### src/include/pcfg_consts.svh
// offsets, field positions, reset values and widths of the pad config bank
`ifndef PCFG_CONSTS_SVH
`define PCFG_CONSTS_SVH

`define PCFG_ADDR_W          10
`define PCFG_DATA_W          16
`define PCFG_OFS_MP0_LEVEL   10'h270
`define PCFG_OFS_MP1_LEVEL   10'h271
`define PCFG_OFS_SCLK_PAD    10'h280
`define PCFG_OFS_SOUT_PAD    10'h281
`define PCFG_OFS_SSEL_PAD    10'h282
`define PCFG_OFS_SIN_PAD     10'h283
`define PCFG_OFS_HADDR_PAD   10'h284
`define PCFG_OFS_FAULT_PAD   10'h285
`define PCFG_OFS_FSYNC_PAD   10'h286
`define PCFG_OFS_CTRIG_PAD   10'h287
`define PCFG_PAD_COUNT       8
`define PCFG_PULL_BIT        2
`define PCFG_DRIVE_MSB       1
`define PCFG_DRIVE_LSB       0
`define PCFG_PAD_W           3
`define PCFG_RST_PULLDN      3'h0
`define PCFG_RST_PULLUP      3'h4
`define PCFG_RST_LEVEL       16'h0000
`define PCFG_MODE_PRIMARY    2'h0
`define PCFG_MODE_INPUT      2'h1
`define PCFG_MODE_OUTPUT     2'h2

`endif

### src/include/pcfg_pkg.sv
// types of the pad config bank
package pcfg_pkg;
	typedef enum logic [1:0] {
		PCFG_DRV_LOWEST  = 2'h0,
		PCFG_DRV_LOW     = 2'h1,
		PCFG_DRV_HIGH    = 2'h2,
		PCFG_DRV_HIGHEST = 2'h3
	} pcfg_drive_t;

	typedef enum logic [2:0] {
		PCFG_PAD_SCLK  = 3'h0,
		PCFG_PAD_SOUT  = 3'h1,
		PCFG_PAD_SSEL  = 3'h2,
		PCFG_PAD_SIN   = 3'h3,
		PCFG_PAD_HADDR = 3'h4,
		PCFG_PAD_FAULT = 3'h5,
		PCFG_PAD_FSYNC = 3'h6,
		PCFG_PAD_CTRIG = 3'h7
	} pcfg_pad_t;
endpackage

### src/logic/pcfg_pad_config.sv
// pad control registers and multipurpose pin level readback
//
// Strobed register access was chosen for this implementation.
`timescale 1ns/10ps
`include "pcfg_consts.svh"

module pcfg_pad_config (
	// clock and reset
	input  wire logic                      clk,
	input  wire logic                      reset,
	// register port
	input  wire logic [`PCFG_ADDR_W-1:0]   regAddr,
	input  wire logic [`PCFG_DATA_W-1:0]   regWrData,
	input  wire logic                      regWrEn,
	input  wire logic                      regRdEn,
	output logic      [`PCFG_DATA_W-1:0]   regRdData,
	// multipurpose pins and their function from the mode registers
	input  wire logic                      mpPin0,
	input  wire logic                      mpPin1,
	input  wire logic [1:0]                multipurposePinFunction0,
	input  wire logic [1:0]                multipurposePinFunction1,
	output logic                           mpLevelValid0,
	output logic                           mpLevelValid1,
	// parallel port mode select
	input  wire logic                      parallelPortMode,
	// pad cell controls, one bit or code per pad, index per pcfg_pad_t
	output logic      [`PCFG_PAD_COUNT-1:0] padPullEn,
	output logic      [2*`PCFG_PAD_COUNT-1:0] padDriveCode,
	// parallel data pads sharing settings
	output logic      [1:0]                parallelDataBit6Drive,
	output logic      [1:0]                parallelDataBit7Drive,
	output logic                           parallelDataBit6PullEn,
	output logic                           parallelDataBit7PullEn
);

	// pad register storage
	logic [`PCFG_PAD_W-1:0] padReg_ff [`PCFG_PAD_COUNT];
	// three-stage synchronisers for the two pins
	logic [2:0]             mp0Sync_ff;
	logic [2:0]             mp1Sync_ff;
	logic                   mpLevel0_ff;
	logic                   mpLevel1_ff;
	logic [`PCFG_DATA_W-1:0] nxt_regRdData;
	// levels as they will stand after this edge
	logic                   nxt_mpLevel0;
	logic                   nxt_mpLevel1;
	// decoded register port, shared by the write and read paths
	logic [3:0]             wrIdx;
	logic [3:0]             rdIdx;
	logic [`PCFG_PAD_COUNT-1:0] wrSel;
	logic                   rdLevel0;
	logic                   rdLevel1;

	// decode a pad register offset to its index; valid flag in msb
	function automatic logic [3:0] pad_index(
		input logic [`PCFG_ADDR_W-1:0] addr
	);
		logic [`PCFG_ADDR_W-1:0] diff;
		diff = addr - `PCFG_OFS_SCLK_PAD;
		if (addr >= `PCFG_OFS_SCLK_PAD && addr <= `PCFG_OFS_CTRIG_PAD) begin
			pad_index = {1'b1, diff[2:0]};
		end else begin
			pad_index = 4'h0;
		end
	endfunction

	// reset value of each pad: pull-ups on select, fault and trigger
	function automatic logic [`PCFG_PAD_W-1:0] pad_reset(
		input logic [2:0] idx
	);
		case (idx)
			pcfg_pkg::PCFG_PAD_SSEL:  pad_reset = `PCFG_RST_PULLUP;
			pcfg_pkg::PCFG_PAD_FAULT: pad_reset = `PCFG_RST_PULLUP;
			pcfg_pkg::PCFG_PAD_CTRIG: pad_reset = `PCFG_RST_PULLUP;
			default:                  pad_reset = `PCFG_RST_PULLDN;
		endcase
	endfunction

	// pull enable that a pad comes out of reset with
	function automatic logic pad_pull_reset(
		input logic [2:0] idx
	);
		logic [`PCFG_PAD_W-1:0] rst;
		rst = pad_reset(idx);
		pad_pull_reset = rst[`PCFG_PULL_BIT];
	endfunction

	// pull enable field of a stored pad word
	function automatic logic pull_of(
		input logic [`PCFG_PAD_W-1:0] pad
	);
		pull_of = pad[`PCFG_PULL_BIT];
	endfunction

	// drive code field of a stored pad word
	function automatic logic [1:0] drive_of(
		input logic [`PCFG_PAD_W-1:0] pad
	);
		drive_of = pad[`PCFG_DRIVE_MSB:`PCFG_DRIVE_LSB];
	endfunction

	// a level register word: only bit 0 is backed, the rest read zero
	function automatic logic [`PCFG_DATA_W-1:0] level_word(
		input logic lvl
	);
		level_word    = `PCFG_RST_LEVEL;
		level_word[0] = lvl;
	endfunction

	// a pad register word: bits above the pull enable read zero
	function automatic logic [`PCFG_DATA_W-1:0] pad_word(
		input logic [`PCFG_PAD_W-1:0] pad
	);
		pad_word                  = `PCFG_RST_LEVEL;
		pad_word[`PCFG_PAD_W-1:0] = pad;
	endfunction

	// stages two and three agree: a one-cycle glitch never gets through
	function automatic logic sync_agree(
		input logic [2:0] stages
	);
		sync_agree = stages[1] == stages[2];
	endfunction

	// decode once; a write strobe on an unmapped offset matches nothing
	always_comb begin
		wrIdx = 4'h0;
		if (regWrEn) begin
			wrIdx = pad_index(regAddr);
		end
		rdIdx    = pad_index(regAddr);
		rdLevel0 = regAddr == `PCFG_OFS_MP0_LEVEL;
		rdLevel1 = regAddr == `PCFG_OFS_MP1_LEVEL;
	end

	// one-hot write select, one bit per pad register
	always_comb begin
		wrSel = 8'h00;
		for (int i = 0; i < `PCFG_PAD_COUNT; i++) begin
			wrSel[i] = wrIdx[3] && wrIdx[2:0] == 3'(i);
		end
	end

	// level flops load only when the last two stages agree
	always_comb begin
		nxt_mpLevel0 = mpLevel0_ff;
		nxt_mpLevel1 = mpLevel1_ff;
		if (sync_agree(mp0Sync_ff)) begin
			nxt_mpLevel0 = mp0Sync_ff[2];
		end
		if (sync_agree(mp1Sync_ff)) begin
			nxt_mpLevel1 = mp1Sync_ff[2];
		end
	end

	// pad register writes; bits above 2 are dropped
	always_ff @(posedge clk) begin
		for (int i = 0; i < `PCFG_PAD_COUNT; i++) begin
			if (reset) begin
				padReg_ff[i] <= pad_reset(3'(i));
			end else if (wrSel[i]) begin
				padReg_ff[i] <= regWrData[`PCFG_PAD_W-1:0];
			end
		end
	end

	// the first stage is only read by the second, a change counts once
	// stages two and three agree, filtering a single-cycle glitch
	always_ff @(posedge clk) begin
		if (reset) begin
			mp0Sync_ff <= 3'h0;
		end else begin
			mp0Sync_ff <= {mp0Sync_ff[1:0], mpPin0};
		end
	end

	always_ff @(posedge clk) begin
		if (reset) begin
			mp1Sync_ff <= 3'h0;
		end else begin
			mp1Sync_ff <= {mp1Sync_ff[1:0], mpPin1};
		end
	end

	always_ff @(posedge clk) begin
		if (reset) begin
			mpLevel0_ff <= 1'b0;
		end else begin
			mpLevel0_ff <= nxt_mpLevel0;
		end
	end

	always_ff @(posedge clk) begin
		if (reset) begin
			mpLevel1_ff <= 1'b0;
		end else begin
			mpLevel1_ff <= nxt_mpLevel1;
		end
	end

	// level is shown regardless of function; the valid flag tells when
	// it means anything, so software in output mode sees its own pin
	always_ff @(posedge clk) begin
		if (reset) begin
			mpLevelValid0 <= 1'b0;
		end else begin
			mpLevelValid0 <= multipurposePinFunction0 == `PCFG_MODE_INPUT;
		end
	end

	always_ff @(posedge clk) begin
		if (reset) begin
			mpLevelValid1 <= 1'b0;
		end else begin
			mpLevelValid1 <= multipurposePinFunction1 == `PCFG_MODE_INPUT;
		end
	end

	// read mux; unmapped offsets read zero
	always_comb begin
		nxt_regRdData = `PCFG_RST_LEVEL;
		if (rdLevel0) begin
			nxt_regRdData = level_word(mpLevel0_ff);
		end else if (rdLevel1) begin
			nxt_regRdData = level_word(mpLevel1_ff);
		end else if (rdIdx[3]) begin
			nxt_regRdData = pad_word(padReg_ff[rdIdx[2:0]]);
		end
	end

	// read data stands only in the cycle after the strobe
	always_ff @(posedge clk) begin
		if (reset) begin
			regRdData <= `PCFG_RST_LEVEL;
		end else if (regRdEn) begin
			regRdData <= nxt_regRdData;
		end else begin
			regRdData <= `PCFG_RST_LEVEL;
		end
	end

	// pad outputs, registered copies of the pad registers
	always_ff @(posedge clk) begin
		for (int i = 0; i < `PCFG_PAD_COUNT; i++) begin
			if (reset) begin
				padPullEn[i] <= pad_pull_reset(3'(i));
			end else begin
				padPullEn[i] <= pull_of(padReg_ff[i]);
			end
		end
	end

	always_ff @(posedge clk) begin
		for (int i = 0; i < `PCFG_PAD_COUNT; i++) begin
			if (reset) begin
				padDriveCode[2*i +: 2] <= 2'h0;
			end else begin
				padDriveCode[2*i +: 2] <= drive_of(padReg_ff[i]);
			end
		end
	end

	// parallel data bits 6 and 7 borrow the address and frame sync pads;
	// outside parallel mode they sit at the lowest drive, no pull
	always_ff @(posedge clk) begin
		if (reset || !parallelPortMode) begin
			parallelDataBit6Drive <= 2'h0;
			parallelDataBit7Drive <= 2'h0;
		end else begin
			parallelDataBit6Drive <=
				drive_of(padReg_ff[pcfg_pkg::PCFG_PAD_HADDR]);
			parallelDataBit7Drive <=
				drive_of(padReg_ff[pcfg_pkg::PCFG_PAD_FSYNC]);
		end
	end

	// sharing the pull as well keeps the data bits from floating
	always_ff @(posedge clk) begin
		if (reset || !parallelPortMode) begin
			parallelDataBit6PullEn <= 1'b0;
			parallelDataBit7PullEn <= 1'b0;
		end else begin
			parallelDataBit6PullEn <=
				pull_of(padReg_ff[pcfg_pkg::PCFG_PAD_HADDR]);
			parallelDataBit7PullEn <=
				pull_of(padReg_ff[pcfg_pkg::PCFG_PAD_FSYNC]);
		end
	end

endmodule // pcfg_pad_config

### config.mk
export PLATFORM = sky130hd
export DESIGN_NAME = pcfg_pad_config
export DESIGN_NICKNAME = d
export VERILOG_FILES = /design/src/include/pcfg_pkg.sv /design/src/logic/pcfg_pad_config.sv
export VERILOG_INCLUDE_DIRS = /design/src /design/src/include
export SDC_FILE = /design/constraint.sdc
export NUM_CORES = 1
export LEC_CHECK = 0
export ABC_AREA = 1
export BUFFER_PORTS_ARGS = -buffer_cell sky130_fd_sc_hd__buf_2
export CORE_MARGIN = 10
export CORE_UTILIZATION = 30
export DETAILED_ROUTE_END_ITERATION = 10
export PLACE_DENSITY_LB_ADDON = 0.08
export SLEW_MARGIN = 20
export SYNTH_ARGS = -nofsm -noshare
export SYNTH_HDL_FRONTEND = slang
export SYNTH_SLANG_ARGS = --single-unit
### constraint.sdc
create_clock -name clk -period 2.1 [get_ports clk]
set_input_delay 0.63 -clock clk [delete_from_list [all_inputs] [get_ports clk]]
set_output_delay 0.63 -clock clk [all_outputs]
set_load 0.01 [all_outputs]
==> impl_metrics.env <==
export IMPL_arrival_ps=1740
export IMPL_cts_root_buf="clkbuf_8"
export IMPL_areaGrowthSynthToFinish_pct=22.8
export IMPL_ant_nets=0
export IMPL_grt_usage=0.106
export IMPL_fin_nets=392
export IMPL_ys_seq_area_frac=0.594
export IMPL_cts_clk_slew_worst_paths_ps=70
export IMPL_grt_pass1_vias=2163
export IMPL_routedWlPerCell_um=14.1
export IMPL_setup_violations_final=0
export IMPL_synthesis_instances=291
export IMPL_cts_buffer_depth=2
export IMPL_cts_buffers=9
export IMPL_grt_max_degree=34
export IMPL_worstHoldPathCells=2
export IMPL_cts_sinks=67
export IMPL_routed_wl_mm=6.61
export IMPL_die_y_um=114
export IMPL_antenna_cells=0
export IMPL_grt_antenna_before_repair=0
export IMPL_crit_reg2reg_launch="padReg_ff[5][1]$_SDFFCE_PN0P_"
export IMPL_worst_pin_slew_ps=490
export IMPL_gp_congestion=0.765
export IMPL_core_um2=8680
export IMPL_cp_top_family="simple AND/OR/NAND/NOR gates"
export IMPL_clock_latency_ps=340
export IMPL_min_to="mp1Sync_ff[1]$_SDFF_PP0_"
export IMPL_max_freq_mhz=603
export IMPL_slew_headroom=0.670
export IMPL_r2r_end="regRdData[1]$_SDFF_PP0_"
export IMPL_io_pin_count=85
export IMPL_ctsHoldBuffers=0
export IMPL_critPathLaunchType="primary input"
export IMPL_synth_seq_cells=67
export IMPL_viasPerCell=4.19
export IMPL_worst_ir_drop_vdd_mv=0.326
export IMPL_fin_crit_ps=1660
export IMPL_cts_htree_levels=3
export IMPL_io_buffers=58
export IMPL_final_cell_mix="nor2_1, buf_2, dfxtp_1"
export IMPL_r2r_cells=4
export IMPL_hold_class="reg -> reg"
export IMPL_p_leak_uw=0.00155
export IMPL_rrSetupSlack_ps=1060
export IMPL_rows=34
export IMPL_status="completed"
export IMPL_cp_max_fo=5
export IMPL_grt_pass1_wl_mm=10.9
export IMPL_period_share=0.790
export IMPL_hold_start="mp1Sync_ff[0]$_SDFF_PP0_"
export IMPL_power_uw=2830
export IMPL_powerDensity_nw_per_um2=866
export IMPL_hpwlAfterDp_mm=5.03
export IMPL_die_x_um=114
export IMPL_worstSetupPathType="in -> reg"
export IMPL_yosysWarnings=0
export IMPL_drc=0
export IMPL_required_ps=2180
export IMPL_grt_setup_unrepaired="no"
export IMPL_cp_end_kind="register"
export IMPL_finClkSkew_ps=7.28
export IMPL_syn_area_um2=2660
export IMPL_vias=1959
export IMPL_cp_cell_sequence="buf_2 > inv_2 > nand2_2 > nor2_8 > nand2_4 > nor2_8 > inv_2 > nor2_4 > nand2_2 > nor2_2 > nand2_1"
export IMPL_die_area_um2=13000
export IMPL_drv_slew=0
export IMPL_syn_area_per_cell_um2=9.15
export IMPL_final_common_cell="nor2_1"
export IMPL_cts_tree="yes"
export IMPL_maxCapViolations=0
export IMPL_max_stage_delay_ps=160
export IMPL_drive_above_1_share=0.292
export IMPL_path_buf_inv=3
export IMPL_cp_slowest_cell="nor2_8"
export IMPL_post_cts_buffers=0
export IMPL_grt_overflow_total=0
export IMPL_tns_ps=0
export IMPL_drt_iter0_markers=99
export IMPL_initial_utilization=0.307
export IMPL_ctsResizeCount=0
export IMPL_hold_violations=0
export IMPL_firstDrtPassIters=4
export IMPL_synth_cell_types=29
cell usage after synthesis (all sizes together):
master	instances	area share
edfxtp	24	0.27
dfxtp	43	0.32
a211oi	1	0.0028
nand2	40	0.064
nor4	1	0.0024
a21oi	10	0.019
nand3	14	0.028
nor2	70	0.12
or2	3	0.0071
inv	45	0.063
o221ai	2	0.0066
buf	15	0.040
o21ai	5	0.0094
conb	1	0.0014
nand4	4	0.0094
clkbuf	6	0.0085
o211ai	3	0.0085
nor3	4	0.014
cell type report:
| class | instances | area (um^2) |
|---|---|---|
| Tap cell | 108 | 135 |
| Fill cell | 928 | 5410 |
| Sequential cell | 67 | 1580 |
| Clock inverter | 6 | 87.6 |
| Inverter | 45 | 169 |
| Clock buffer | 10 | 138 |
| Multi-Input combinational cell | 170 | 826 |
| Timing Repair Buffer | 62 | 333 |
through the flow:
step	worst slack [ps]	area, um^2	hold slack (ps)	utilization	cells
after floorplan	307	2710	388	-	303
after global placement	73.4	3040	399	0.351	452
after detailed placement	80.0	3040	403	0.351	452
after CTS	447	3270	416	0.377	468
after global routing	321	3270	431	0.377	468
final	442	3270	410	0.377	468
cell families after synthesis:
kind of cell / synth area share
buffers and inverters: 0.112
DFF: 0.594
AOI/OAI and AO/OA: 0.0461
other: 0.00141
and+or+nand+nor: 0.246
registers in the layout, indices dropped and copies added (netlist names):
name                    cells
padReg_ff                  24
padDriveCode               16
padPullEn                   8
mp0Sync_ff                  3
mp1Sync_ff                  3
regRdData                   3
parallelDataBit6Drive       2
parallelDataBit7Drive       2
mpLevel0_ff                 1
mpLevel1_ff                 1
mpLevelValid0               1
mpLevelValid1               1
parallelDataBit6PullEn      1
parallelDataBit7PullEn      1
report_power, final:
group / switching, uW / internal [uW]
clock: 496 / 701
combinational: 141 / 68.5
sequential: 22.9 / 1400
metal layers:
metal / vias up / part of all wire / track usage
met3: 7 / 0.062 / 0.0356
met4: 0 / 0.016 / 0.0468
li1: 1014 / - / -
met2: 61 / 0.46 / 0.166
met1: 877 / 0.47 / 0.128
met5: - / 0 / 0
worst max path at each step:
stage	startpoint	endpoint	slack, ps	depth (start not counted)
floorplan	regAddr[8]	padReg_ff[2][0]$_SDFFCE_PN0P_	310	9
global placement	regAddr[8]	padReg_ff[2][1]$_SDFFCE_PN0P_	70	10
detailed placement	regAddr[8]	padReg_ff[5][1]$_SDFFCE_PN0P_	80	10
CTS	regAddr[8]	padReg_ff[5][0]$_SDFFCE_PN0P_	450	10
global route	regAddr[8]	padReg_ff[5][0]$_SDFFCE_PN0P_	320	12
finish	regAddr[8]	padReg_ff[5][2]$_SDFFCE_PN1P_	440	11
worst min-delay path: stages (launching register included):
cell	delay, ps
dfxtp_1	300
inv_1	40
nor2_1	30
Power figures use the tool's default switching activity.
